--- config.mk ---
export PLATFORM = sky130hd
export DESIGN_NAME = wsc_top
export DESIGN_NICKNAME = d
export VERILOG_FILES = /design/src/wsc_pkg.sv /design/src/wsc_top.sv
export SDC_FILE = /design/constraint.sdc
export NUM_CORES = 1
export LEC_CHECK = 0
export BUFFER_PORTS_ARGS = -buffer_cell sky130_fd_sc_hd__buf_2
export CORE_UTILIZATION = 43
export DETAILED_ROUTE_END_ITERATION = 8
export MAX_ROUTING_LAYER = met4
export PLACE_DENSITY = 0.66
export SLEW_MARGIN = 40
export SYNTH_ARGS = -nofsm -noshare
export SYNTH_HDL_FRONTEND = slang
export SYNTH_SLANG_ARGS = --single-unit
export TNS_END_PERCENT = 1
--- constraint.sdc ---
create_clock -name clk -period 7.71 [get_ports clk]
set_input_delay 2.313 -clock clk [delete_from_list [all_inputs] [get_ports clk]]
set_output_delay 2.313 -clock clk [all_outputs]
set_load 0.05 [all_outputs]
--- src/wsc_pkg.sv ---
// package of constants and types for the warp sequencer control block
package wsc_pkg;
	// ****************************************
	// timing and field widths
	// ****************************************
	localparam int unsigned   INIT_LAT      = 9;          // cycles from init release to first addr
	localparam logic [3:0]    INIT_LAT_CNT  = 4'h9;
	localparam int unsigned   DLY_W         = 3;          // delay field, 0..7
	localparam int unsigned   WALK_W        = 8;          // walk length counter width
	localparam int unsigned   POS_W         = 12;         // pixel / line counter width
	localparam int unsigned   TARGET_ADDRESS_W        = 12;         // target address width
	localparam logic [7:0]    WALK_RST      = 8'h00;
	localparam logic [11:0]   POS_RST       = 12'h000;
	localparam logic [3:0]    CNT_RST       = 4'h0;
	localparam logic [7:0]    PIPE_RST      = 8'hff;      // strobes idle high

	// ****************************************
	// sequencer states
	// ****************************************
	typedef enum logic [1:0] {
		WSC_IDLE  = 2'b00,
		WSC_PRIME = 2'b01,
		WSC_RUN   = 2'b10,
		WSC_HALT  = 2'b11
	} wsc_state_t;
endpackage : wsc_pkg

--- src/wsc_top.sv ---
// control and strobe logic of the warp address sequencer
// Notes on behaviour
// - init high clears control, loads working params
// - first address nine clocks after init low
// - run high at end restarts without gap
// - run low at end halts, params at last line
// - halted strobe and address outputs hold until run sampled high
// - select high blocks preload strobe next clock
// - restart strobe low first walk cycle
// - nearest neighbour keeps both strobes low
// - restart strobe delayed zero to seven clocks
// - write strobe low last walk cycle
// - write strobe delayed zero to seven clocks
// - stall low freezes transform two clocks later
// - preload writes continue while stalled
// - target outputs driven only while enable low
`timescale 1ns/1ps
module wsc_top (
	// clock and reset
	input  wire logic                      clk,
	input  wire logic                      nrst,
	// control pins
	input  wire logic                      init,
	input  wire logic                      run,
	input  wire logic                      stall_n,
	input  wire logic                      param_select_n,
	input  wire logic                      host_write_n,
	input  wire logic                      target_port_enable_n,
	// transform configuration from the preload side
	input  wire logic                      nearest_mode,
	input  wire logic [wsc_pkg::WALK_W-1:0] walk_len,
	input  wire logic [wsc_pkg::POS_W-1:0]  line_len,
	input  wire logic [wsc_pkg::POS_W-1:0]  line_cnt,
	input  wire logic [wsc_pkg::DLY_W-1:0]  mac_restart_delay,
	input  wire logic [wsc_pkg::DLY_W-1:0]  target_write_delay,
	// outputs
	output logic                           param_write_strobe,
	output logic                           param_transfer,
	output logic                           first_address,
	output logic                           running,
	output logic                           mac_restart_n,
	output logic                           target_write_n_o,
	output logic                           target_write_n_oe,
	output logic [wsc_pkg::TARGET_ADDRESS_W-1:0]     target_address_o,
	output logic                           target_address_oe
);
	import wsc_pkg::*;

	// ****************************************
	// pin synchronisers
	// ****************************************
	logic [5:0] sync1_q;
	logic [5:0] sync2_q;
	// two stages on every pin input; the pins arrive from the host board with no
	// relation to clk, so nothing but the second stage is read by the logic
	// reset loads the idle level of each pin: init low, the rest high, so that
	// no false select, stall or output enable is seen in the first cycles
	always_ff @(posedge clk) begin
		if (!nrst) begin
			sync1_q <= 6'h3e;
			sync2_q <= 6'h3e;
		end else begin
			sync1_q <= {host_write_n, target_port_enable_n, param_select_n, stall_n, run, init};
			sync2_q <= sync1_q;
		end
	end
	logic init_s, run_s, stall_s, sel_s, oe_s, wr_s;
	assign {wr_s, oe_s, sel_s, stall_s, run_s, init_s} = sync2_q;

	// ****************************************
	// preload strobe gating
	// ****************************************
	// select high blocks the strobe on the next clock; stall does not gate it
	// the strobe follows the host write, so a frozen frame can still be reloaded
	always_ff @(posedge clk) begin
		if (!nrst) param_write_strobe <= 1'b0;
		else       param_write_strobe <= !sel_s && !wr_s;
	end

	// ****************************************
	// clock stall
	// ****************************************
	logic adv_q;
	// internal advance drops one clock after stall sampled low
	// init forces the advance on so that the delay pipes keep shifting during init while stalled;
	// the extra stage keeps the freeze aligned with the registered pin
	always_ff @(posedge clk) begin
		if (!nrst) adv_q <= 1'b1;
		else       adv_q <= stall_s || init_s;
	end

	// ****************************************
	// sequencer
	// ****************************************
	wsc_state_t          state_q;
	logic [3:0]          lat_q;
	logic [WALK_W-1:0]   walk_q;
	logic [POS_W-1:0]    pix_q;
	logic [POS_W-1:0]    line_q;
	logic                walk_first, walk_last, line_end, frame_end, last_line;

	// a size of zero counts as one, so a cleared size input cannot hang the counters
	function automatic logic at_end(input logic [POS_W-1:0] v, input logic [POS_W-1:0] lim);
		at_end = (v == lim - POS_W'(1)) || (lim == POS_RST);
	endfunction : at_end

	assign walk_first = (walk_q == WALK_RST);
	assign walk_last  = (walk_q == walk_len - WALK_W'(1)) || (walk_len == WALK_RST);
	assign line_end   = walk_last && at_end(pix_q, line_len);
	assign last_line  = at_end(line_q, line_cnt);
	assign frame_end  = line_end && last_line;

	// state, latency and position counters
	// init wins over run and stall here because its branch comes first
	// walks, pixels and lines move only while the internal advance is on
	always_ff @(posedge clk) begin
		if (!nrst) begin
			state_q <= WSC_IDLE;
			lat_q   <= CNT_RST;
			walk_q  <= WALK_RST;
			pix_q   <= POS_RST;
			line_q  <= POS_RST;
		end else if (init_s) begin
			state_q <= WSC_PRIME;
			lat_q   <= CNT_RST;
			walk_q  <= WALK_RST;
			pix_q   <= POS_RST;
			line_q  <= POS_RST;
		end else if (adv_q) begin
			case (state_q)
				WSC_IDLE: begin
					state_q <= WSC_IDLE;
				end
				WSC_PRIME: begin
					lat_q <= lat_q + 4'h1;
					if (lat_q == INIT_LAT_CNT - 4'h2) state_q <= WSC_RUN;
				end
				WSC_RUN: begin
					walk_q <= walk_last ? WALK_RST : walk_q + WALK_W'(1);
					if (line_end) begin
						pix_q  <= POS_RST;
						line_q <= last_line ? POS_RST : line_q + POS_W'(1);
					end else if (walk_last) begin
						pix_q <= pix_q + POS_W'(1);
					end
					if (frame_end && !run_s) state_q <= WSC_HALT;
					// otherwise stay in run, next frame follows at once
				end
				WSC_HALT: begin
					if (run_s) state_q <= WSC_RUN;
				end
				default: state_q <= WSC_IDLE;
			endcase
		end
	end

	logic act;
	assign act = (state_q == WSC_RUN) && adv_q && !init_s;

	// status outputs
	// each stands in the cycle after its cause; param_transfer stays high while init is held, running is a level
	always_ff @(posedge clk) begin
		if (!nrst) begin
			param_transfer <= 1'b0;
			first_address  <= 1'b0;
			running        <= 1'b0;
		end else begin
			// working registers load on init and on first clock of last line
			param_transfer <= init_s || (act && line_end && at_end(line_q + POS_W'(1), line_cnt)
				&& !last_line) || (act && frame_end && line_cnt == POS_W'(1));
			first_address  <= (state_q == WSC_PRIME) && adv_q && !init_s
				&& lat_q == INIT_LAT_CNT - 4'h2;
			running        <= state_q == WSC_RUN;
		end
	end

	// ****************************************
	// strobes with delay pipes
	// ****************************************
	logic       mac_nom, twr_nom;
	logic [7:0] mac_pipe_q, twr_pipe_q;
	logic [TARGET_ADDRESS_W-1:0] target_address_q;
	// nominal strobes; idle when not advancing unless nearest_mode holds them low, only the delay pipes hold
	// both strobes idle high; the delay pipes shift only while the sequence advances,
	// so a stall or a halt freezes them together with the walk they belong to
	assign mac_nom = nearest_mode ? 1'b0 : !(act && walk_first);
	assign twr_nom = nearest_mode ? 1'b0 : !(act && walk_last);

	always_ff @(posedge clk) begin
		if (!nrst) begin
			mac_pipe_q <= PIPE_RST;
			twr_pipe_q <= PIPE_RST;
			target_address_q     <= POS_RST;
		end else if (adv_q && state_q != WSC_HALT) begin
			mac_pipe_q <= {mac_pipe_q[6:0], mac_nom};
			twr_pipe_q <= {twr_pipe_q[6:0], twr_nom};
			if (act && walk_last) target_address_q <= pix_q;
		end
	end

	// delayed outputs and target port enables
	// the tap of each pipe picks the programmed delay; the enables follow the
	// synchronised enable pin, high while the block drives the target port
	always_ff @(posedge clk) begin
		if (!nrst) begin
			mac_restart_n     <= 1'b1;
			target_write_n_o  <= 1'b1;
			target_write_n_oe <= 1'b0;
			target_address_o  <= POS_RST;
			target_address_oe <= 1'b0;
		end else begin
			mac_restart_n     <= mac_pipe_q[mac_restart_delay];
			target_write_n_o  <= twr_pipe_q[target_write_delay];
			target_write_n_oe <= !oe_s;
			target_address_o  <= target_address_q;
			target_address_oe <= !oe_s;
		end
	end
endmodule : wsc_top

== Word-level counts from Yosys, hierarchy flattened ==
Cells that the tools add are included.
W data, S select, Z words.

* Add/subtract/negate cells: 7
* Multiply operators: 0
* Div/mod/pow operators: 0
* Magnitude comparators: 2
* Equality and inequality tests: 16
* Shifts and indexed selects: 0
* Multiplexer cells: 16
* Bitwise gates (word level): 1
* Reductions and logical operators: 47

{| class="wikitable"
|+ Operators by type and width
! cell !! number
|-
| $eq A12 B12 Y1 || 3
|-
| $mux W12 || 3
|-
| $add A12 B1 Y12 const B || 2
|-
| $logic_not A12 Y1 || 2
|-
| $sub A12 B1 Y12 const B || 2
|-
| $logic_and A1 B1 Y1 || 17
|-
| $logic_not A8 Y1 || 2
|-
| $eq A12 B1 Y1 const B || 1
|-
| $ne A3 B3 Y1 const B || 3
|-
| $add A8 B1 Y8 const B || 1
|-
| $eq A8 B8 Y1 || 1
|-
| $logic_not A1 Y1 || 8
|-
| $lt A3 B4 Y1 const B || 2
|-
| $mux W8 || 1
|-
| $ne A2 B2 Y1 const B || 4
|-
| $pmux W2 S4 || 1
|-
| $reduce_and A4 Y1 || 2
|-
| $sub A8 B1 Y8 const B || 1
|-
| $logic_or A1 B1 Y1 || 7
|-
| $bmux W1 S3 || 2
|-
| $mux W1 || 6
|-
| $mux W2 || 3
|-
| $reduce_and A2 Y1 || 3
|-
| $reduce_and A3 Y1 || 2
|-
| 8 further kinds || 10
|}

* Register bits after elaboration: 98
* Bits in latches: 0
* RAM bits: 0
* Bits in read-only memories: 0
* Output and inout port bits: 20
* Memories: 0

== Logic depth before layout (Yosys ltp) ==
Gate-level depths: netlist (run 1).

* Depth in word-level cells: 10
* Depth in mapped cells: 11
* Mapped depth without buffers: 9

== Worst setup path after synthesis (run 1) ==
Ideal clock, no wire load.

* Kind: input to register
* From: input port line_len[0] in the netlist's numbering
* To: register state_q[0]
* Setup time: 59 ps
* Arrival time: 4459 ps
* Data required time: 7651 ps
* Path slack: 3192 ps
* Stages on the path: 9
* Path buffers: 0
* Cell sequence: inv_1 > ha_1 > or4b_4 > o21a_1 > or4_4 > nand3_2 > nand3_4 > or4_1 > nand2_1

* Longest elaborated chain between the ends: 8
* Elaborated cells on any way between the ends: 9
* Those cells by class: 1 x add/sub; 2 x eq/ne; 6 x reduce/logical

{| class="wikitable"
|+ RTL lines
! item !! RTL line !! RTL
|-
| start: declaration || wsc_top.sv:32 || <nowiki>input wire logic [wsc_pkg::POS_W-1:0] line_len,</nowiki>
|-
| $sub A12 B1 Y12 || wsc_top.sv:104 || <nowiki>at_end = (v == lim - POS_W'(1)) || (lim == POS_RST);</nowiki>
|-
| $eq A12 B12 Y1 || wsc_top.sv:104 ||
|-
| $logic_or A1 B1 Y1 * || wsc_top.sv:104 ||
|-
| $logic_and A1 B1 Y1 * || wsc_top.sv:109 || <nowiki>assign line_end = walk_last && at_end(pix_q, line_len);</nowiki>
|-
| $logic_and A1 B1 Y1 * || wsc_top.sv:111 || <nowiki>assign frame_end = line_end && last_line;</nowiki>
|-
| $logic_and A1 B1 Y1 * || wsc_top.sv:146 || <nowiki>if (frame_end && !run_s) state_q <= WSC_HALT;</nowiki>
|-
| $ne A3 B3 Y1 (no source line) * || -- ||
|-
| $reduce_and A4 Y1 (no source line) * || -- ||
|-
| end signal: assignment || wsc_top.sv:146 ||
|-
| end signal: assignment || wsc_top.sv:150 || <nowiki>if (run_s) state_q <= WSC_RUN;</nowiki>
|-
| end signal: assignment || wsc_top.sv:152 || <nowiki>default: state_q <= WSC_IDLE;</nowiki>
|-
| end: declaration || wsc_top.sv:95 || <nowiki>wsc_state_t state_q;</nowiki>
|}

Mark *: on every way between the ends. The rest lies on a longest branch, timed or not.
A chain may end at the register's enable or synchronous reset.

== Final worst setup path (run 1) ==
* From: input port walk_len[0] in the netlist's numbering
* To: register line_q[0]

* Longest elaborated chain between the ends: 5
* Elaborated cells on any way between the ends: 6
* Those cells by class: 1 x add/sub; 1 x eq/ne; 4 x reduce/logical

{| class="wikitable"
|+ RTL lines
! item !! RTL line !! RTL
|-
| start: declaration || wsc_top.sv:31 || <nowiki>input wire logic [wsc_pkg::WALK_W-1:0] walk_len,</nowiki>
|-
| $sub A8 B1 Y8 || wsc_top.sv:108 || <nowiki>assign walk_last = (walk_q == walk_len - WALK_W'(1)) || (walk_len == WALK_RST);</nowiki>
|-
| $eq A8 B8 Y1 || wsc_top.sv:108 ||
|-
| $logic_or A1 B1 Y1 * || wsc_top.sv:108 ||
|-
| $logic_and A1 B1 Y1 * || wsc_top.sv:109 ||
|-
| $reduce_and A3 Y1 (no source line) * || -- ||
|-
| end signal: assignment || wsc_top.sv:142 || <nowiki>line_q <= last_line ? POS_RST : line_q + POS_W'(1);</nowiki>
|-
| end: declaration || wsc_top.sv:99 || <nowiki>logic [POS_W-1:0] line_q;</nowiki>
|}

Marks and branches as above.

==> impl_metrics.py, run 1 <==
metrics = {
    "run_status": {
        "status": "finished clean",
    },
    "logic_synthesis": {
        "synth_warnings": 0,
        "syn_avg_cell_area_um2": 8.63,
        "syn_nets": 675,
        "synthTopCellsByArea": "dfxtp_1 (37%), xnor2_1 (5.9%), nand2_1 (5.8%), xor2_1 (4.8%), nand3_1 (3.6%)",
        "synth_ff_type": "dfxtp_1",
        "synth_top_area_share_pct": 36.8,
        "synth_top_area_cell": "dfxtp_1",
        "synth.distinct_cells": 65,
        "synth_area_um2": 5330,
        "synth_edf_count": 0,
        "netlist_instances": 618,
        "ys_seq_area_share_pct": 36.8,
        "synthArstFlopShare_pct": 0,
        "ys_ff_latch": 98,
    },
    "timing": {
        "hold_violations": 0,
        "timing.final.crit_share_pct": 61.2,
        "slew_viol_final": 0,
        "maxSlewHeadroom_pct": 48.1,
        "fin_tns_setup_ns": 0,
        "worst_slew_pin_slew_ns": 0.771,
        "fmax_mhz": 212,
        "min_period_ns": 4.72,
        "layout_setup_ws_ns": 2.99,
        "rsz0062_at_grt": "no",
        "setup_violations": 0,
        "fin_skew_ns": 0.00606,
    },
    "setup_path": {
        "reg2reg_to": "line_q[0]",
        "worst-path-max-fanout": 13,
        "rrSetupSlack_ns": 4.96,
        "worst_ep_required_time_ns": 7.96,
        "startpoint_type": "input port",
        "arrival_ns": 4.97,
        "r2r_start": "walk_q[3]",
        "reg2reg_depth": 7,
        "worstSetupPathType": "in -> reg",
        "cp-end-kind": "flip-flop",
    },
    "placed_design": {
        "gp_congestion": 0.957,
        "post-place-ws_ns": 2.54,
        "io_buffers": 66,
        "dpl.hpwl_mm": 8.69,
    },
    "route": {
        "vias": 4520,
        "routed_via_density": 5.39,
        "drt_pass1_iterations": 5,
        "ant_nets": 0,
        "drt-total-wl_mm": 11.8,
        "initialDrtViolationCount": 284,
        "drc": 0,
        "wl_per_cell_um": 14.1,
    },
    "die": {
        "io_pins": 67,
        "die_h_um": 113,
        "die_w_um": 113,
        "start_util_pct": 44.2,
        "num_rows": 40,
        "die_area_um2": 12900,
        "core_um2": 12100,
    },
    "clocking": {
        "post-cts-setup-buffers": 0,
        "htreeDepth": 3,
        "cts_tree": "built",
        "cts_hold_buf": 0,
        "cts_root_buffer": "clkbuf_16",
        "clkSinkCount": 98,
        "cts.path.max_buffers": 2,
        "cts_buffers": 9,
        "clk_pin_slew_ns": 0.07,
        "clk_latency_ns": 0.34,
        "cts_resized": 0,
    },
    "hold_path": {
        "whs_endpoint": "target_address_oe",
        "whs_path_depth": 1,
        "hold_start": "sync2_q[4]",
        "hold_path.class": "reg -> reg",
    },
    "grt": {
        "grt_max_degree": 63,
        "grt_pass1_vias": 4233,
        "antenna_found_initial": 0,
        "overflow": 0,
        "grt_pass1_wl_mm": 19.9,
        "grt_usage_pct": 19.6,
    },
    "final_layout": {
        "final_common_cell": "dfxtp_1",
        "final_cell_mix": "dfxtp_1 (98), nand2_1 (83), buf_2 (65)",
        "fillers": 1173,
        "drive_above_1_share_pct": 15.1,
        "multi_input_comb_area_um2": 3180,
        "fin_nets": 722,
        "utilization_pct": 50.3,
        "area_delta_synth_final_pct": 13.7,
        "ff_latch_area_um2": 1960,
        "insertedDiodeCount": 0,
    },
    "power": {
        "p_int_mw": 0.812,
        "peakVddDrop_uv": 123,
        "p_sw_mw": 0.258,
        "powerDensity_nw_per_um2": 176,
        "p_seq_share_pct": 48.5,
        "p_clk_share_pct": 42.9,
        "cellLeakagePower_nw": 2.27,
        "comb_power_share_pct": 8.5,
        "power_switching_share_pct": 24.1,
    },
    "job": {
        "maxCapViolCount": 0,
    },
}
-- power groups by stage --
stage / Clock [mW] / Sequential [mW] / Combinational [mW]
3_5_place_dp: 0 / 0.531 / 0.0913
2_1_floorplan: 0 / 0.532 / 0.0584
5_1_grt: 0.490 / 0.520 / 0.101
3_3_place_gp: 0 / 0.531 / 0.0886
6_report: 0.459 / 0.519 / 0.0913
4_1_cts: 0.467 / 0.519 / 0.0917
-- registers in the layout, summed over array words and instances (netlist names), 2 cells and up --
signal            flops
mac_pipe_q            8
twr_pipe_q            8
target_address_q     12
pix_q                12
target_address_o     12
line_q               12
walk_q                8
sync1_q               6
state_q               2
sync2_q               6
lat_q                 4
-- per-stage QoR --
| step | hold WS [ns] | power [mW] | instance area [um^2] | cells |
|---|---|---|---|---|
| 2_1_floorplan | 0.367 | 0.590 | 5330 | 618 |
| 5_1_grt | 0.386 | 1.11 | 6070 | 838 |
| 3_5_place_dp | 0.373 | 0.622 | 5750 | 822 |
| 6_report | 0.384 | 1.07 | 6070 | 838 |
| 3_3_place_gp | 0.370 | 0.619 | 5750 | 822 |
| 4_1_cts | 0.384 | 1.08 | 6060 | 838 |
-- synthesized netlist by cell type, types with 7 or more instances --
library cell  count
nand2b_1         18
nand2_1          83
nor3_1           20
nand3_1          38
and2_1           21
a211oi_1         13
o21ai_0          20
a21boi_0         13
inv_1            14
nand4_1          11
o22ai_1           9
or3_1            14
buf_2             7
clkbuf_1         22
dfxtp_1          98
xnor2_1          36
a21oi_1          13
a2111oi_0         7
ha_1             10
nor2_1           27
nor4_1           10
xor2_1           29
-- cells by family after synthesis --
kind of cell,count (synthesis),synth area share [%]
fa+ha+maj,10,2.35
simple gates,282,28.2
mux,7,2.25
buf+inv,46,3.68
xor+xnor,71,13.3
flops,98,36.8
compound gates,104,13.5
-- worst max-delay path by stage --
stage | from | end | slack [ns] | cells past startpoint
after floorplan | line_len[0] | state_q[0] | 3.19 | 9
after CTS | walk_len[0] | pix_q[10] | 2.89 | 10
final | walk_len[0] | line_q[0] | 2.99 | 10
after global placement | walk_len[0] | pix_q[7] | 2.64 | 10
after detailed placement | walk_len[0] | pix_q[9] | 2.54 | 10
after global routing | walk_len[2] | line_q[0] | 2.79 | 8
-- routing by layer --
metal	up-vias	GRT usage (%)	share of wire, %
met5	-	-	0
met1	2131	25.5	49
met2	79	32.1	48
met3	8	2.60	3.0
met4	0	5.26	0.85
li1	2302	-	-
-- worst max-delay path: stages --
cell,delay [ns]
buf_2,0.13
inv_1,0.08
ha_1,0.24
nand2b_1,0.15
a21oi_1,0.07
a311o_1,0.28
a2111o_1,0.54
a21oi_1,0.44
nand3_1,0.43
o31ai_1,0.31
-- cell type report --
class	instances	share of cell area (%)
sequential	98	32.3
clock buffer	9	3.71
inverter	14	0.866
tap	168	3.47
timing repair buffer	68	5.73
clock inverter	7	1.42
multi-input combinational	474	52.5
Power figures use the tool's default switching activity.
==> run 2: changes to the inputs <==
clock period = 4.37 ns   (was 7.71 ns; I/O delays follow)
==> run 2 against run 1 <==
First-iteration DRC count shrank 9.5%. Clock skew is essentially flat. Via count shrank 0.40%. Sequential power grew 76%. Power grew 76%. Combinational power grew 80%. Die area is the same. Sequential share of layout area shrank 0.23 points. Worst setup slack lost 2.4 ns. Wire length grew 0.15%. Critical path depth is the same. Critical path type unchanged. Largest cell class unchanged. Largest power group unchanged.
==> impl_metrics.py, run 2 (synthesis results as in run 1) <==
metrics = {
    "clocking": {
        "htreeDepth": 3,
        "cts_buffers": 9,
        "cts_resized": 0,
        "clk_latency_ns": 0.34,
        "clkSinkCount": 98,
        "cts_tree": "built",
        "cts_hold_buf": 0,
        "cts_root_buffer": "clkbuf_16",
        "cts.path.max_buffers": 2,
        "post-cts-setup-buffers": 0,
        "clk_pin_slew_ns": 0.07,
    },
    "timing": {
        "hold_violations": 0,
        "maxSlewHeadroom_pct": 52.4,
        "fmax_mhz": 268,
        "whs_ns": 0.388,
        "worst_slew_pin_slew_ns": 0.714,
        "fin_skew_ns": 0.00648,
        "slew_viol_final": 0,
        "rsz0062_at_grt": "no",
        "min_period_ns": 3.73,
        "fin_tns_setup_ns": 0,
        "layout_setup_ws_ns": 0.636,
        "setup_violations": 0,
        "timing.final.crit_share_pct": 85.4,
    },
    "placed_design": {
        "io_buffers": 66,
        "post-place-ws_ns": 0.309,
        "place_area_um2": 5790,
        "post-place-cells": 828,
        "gp_congestion": 0.981,
        "dpl.hpwl_mm": 8.76,
    },
    "grt": {
        "overflow": 0,
        "use_met1_pct": 24.9,
        "met2_usage_pct": 31.6,
        "grt_usage_pct": 19.6,
        "top_usage_layer": "met2",
        "grt_max_degree": 53,
        "use_met3_pct": 3.72,
        "grt_pass1_wl_mm": 19.9,
        "grt_pass1_vias": 4216,
        "antenna_found_initial": 0,
    },
    "final_layout": {
        "multi_input_comb_area_um2": 3180,
        "insertedDiodeCount": 0,
        "final_cell_mix": "dfxtp_1 (98), nand2_1 (83), buf_2 (66)",
        "final_common_cell": "dfxtp_1",
        "area_delta_synth_final_pct": 14.5,
        "drive_above_1_share_pct": 15.5,
        "utilization_pct": 50.6,
        "fillers": 1129,
        "ff_latch_area_um2": 1960,
        "stdcell_count": 844,
        "fin_nets": 728,
        "fin_area_um2": 6110,
    },
    "power": {
        "comb_power_share_pct": 8.7,
        "powerDensity_nw_per_um2": 309,
        "p_seq_share_pct": 48.6,
        "power_switching_share_pct": 24.0,
        "p_clk_share_pct": 42.8,
        "p_sw_mw": 0.454,
        "p_int_mw": 1.43,
        "cellLeakagePower_nw": 2.30,
        "total_power_mw": 1.89,
        "peakVddDrop_uv": 190,
    },
    "setup_path": {
        "path_buf_inv": 2,
        "startpoint_type": "input port",
        "crit_chain": "buf_2 -> inv_1 -> ha_1 -> nand2b_1 -> a21oi_1 -> a311o_1 -> a2111o_1 -> a21o_1 -> nor2_1 -> nor3_1",
        "reg2reg_to": "pix_q[8]",
        "reg2reg_depth": 7,
        "arrival_ns": 3.93,
        "r2r_start": "pix_q[5]",
        "cp_slowest_cell": "nor2_1",
        "worstSetupPathType": "in -> reg",
        "worst-path-max-fanout": 18,
        "rrSetupSlack_ns": 1.48,
        "cp-end-kind": "flip-flop",
        "crit_end": "pix_q[8]",
        "critPathTopFamily": "compound AO/OA/AOI/OAI gates",
        "cp_num_cells": 10,
        "slowest_delay_ns": 0.57,
        "worst_ep_required_time_ns": 4.57,
        "crit_start": "walk_len[0]",
    },
    "route": {
        "vias": 4502,
        "wl_per_cell_um": 14.0,
        "drt_pass1_iterations": 4,
        "drt-total-wl_mm": 11.8,
        "drc": 0,
        "initialDrtViolationCount": 257,
        "ant_nets": 0,
        "routed_via_density": 5.33,
    },
    "die": {
        "die_w_um": 113,
        "die_h_um": 113,
        "core_um2": 12100,
        "die_area_um2": 12900,
        "start_util_pct": 44.2,
        "num_rows": 40,
        "io_pins": 67,
    },
    "hold_path": {
        "hold_path.class": "reg -> reg",
        "hold_start": "sync2_q[4]",
    },
    "job": {
        "maxCapViolCount": 0,
    },
    "run_status": {
        "status": "finished clean",
    },
}
## run 2: cell type report
class | count | area share [%]
Clock buffer | 9 | 3.69
Clock inverter | 7 | 1.47
Inverter | 14 | 0.860
Multi-Input combinational cell | 474 | 52.0
Sequential cell | 98 | 32.1
Tap cell | 168 | 3.44
Timing Repair Buffer | 74 | 6.39
## run 2: worst min path at each step
stage | end | slack (ns) | depth (start not counted)
after global routing | target_address_oe | 0.41 | 1
final | target_address_oe | 0.39 | 1
after CTS | target_address_oe | 0.39 | 1
after detailed placement | target_address_oe | 0.38 | 1
after global placement | target_address_oe | 0.37 | 1
after floorplan | target_address_oe | 0.37 | 1
## run 2: power by group through the flow
stage                     Sequential (mW)  Combinational, mW  Clock (mW)
after floorplan                     0.938              0.103           0
after global placement              0.936              0.158           0
after detailed placement            0.937              0.164           0
after CTS                           0.916              0.164       0.827
after global routing                0.917              0.180       0.867
final                               0.916              0.164       0.807
## run 2: worst register-to-register path: cells and delay by family (launching register included)
| kind | cells | cell delay [ns] |
|---|---|---|
| AOI/OAI and AO/OA | 3 | 0.86 |
| xor gates and xnor gates | 1 | 0.45 |
| and+or+nand+nor | 3 | 0.96 |
| DFF | 1 | 0.48 |
## run 2: routing by layer
| layer | wire (um) | vias to the layer above | part of all wire, % |
|---|---|---|---|
| li1 | - | 2309 | - |
| met1 | 5510 | 2076 | 47 |
| met2 | 5700 | 105 | 48 |
| met3 | 480 | 12 | 4.1 |
| met4 | 119 | 0 | 1.0 |
| met5 | 0 | - | 0 |
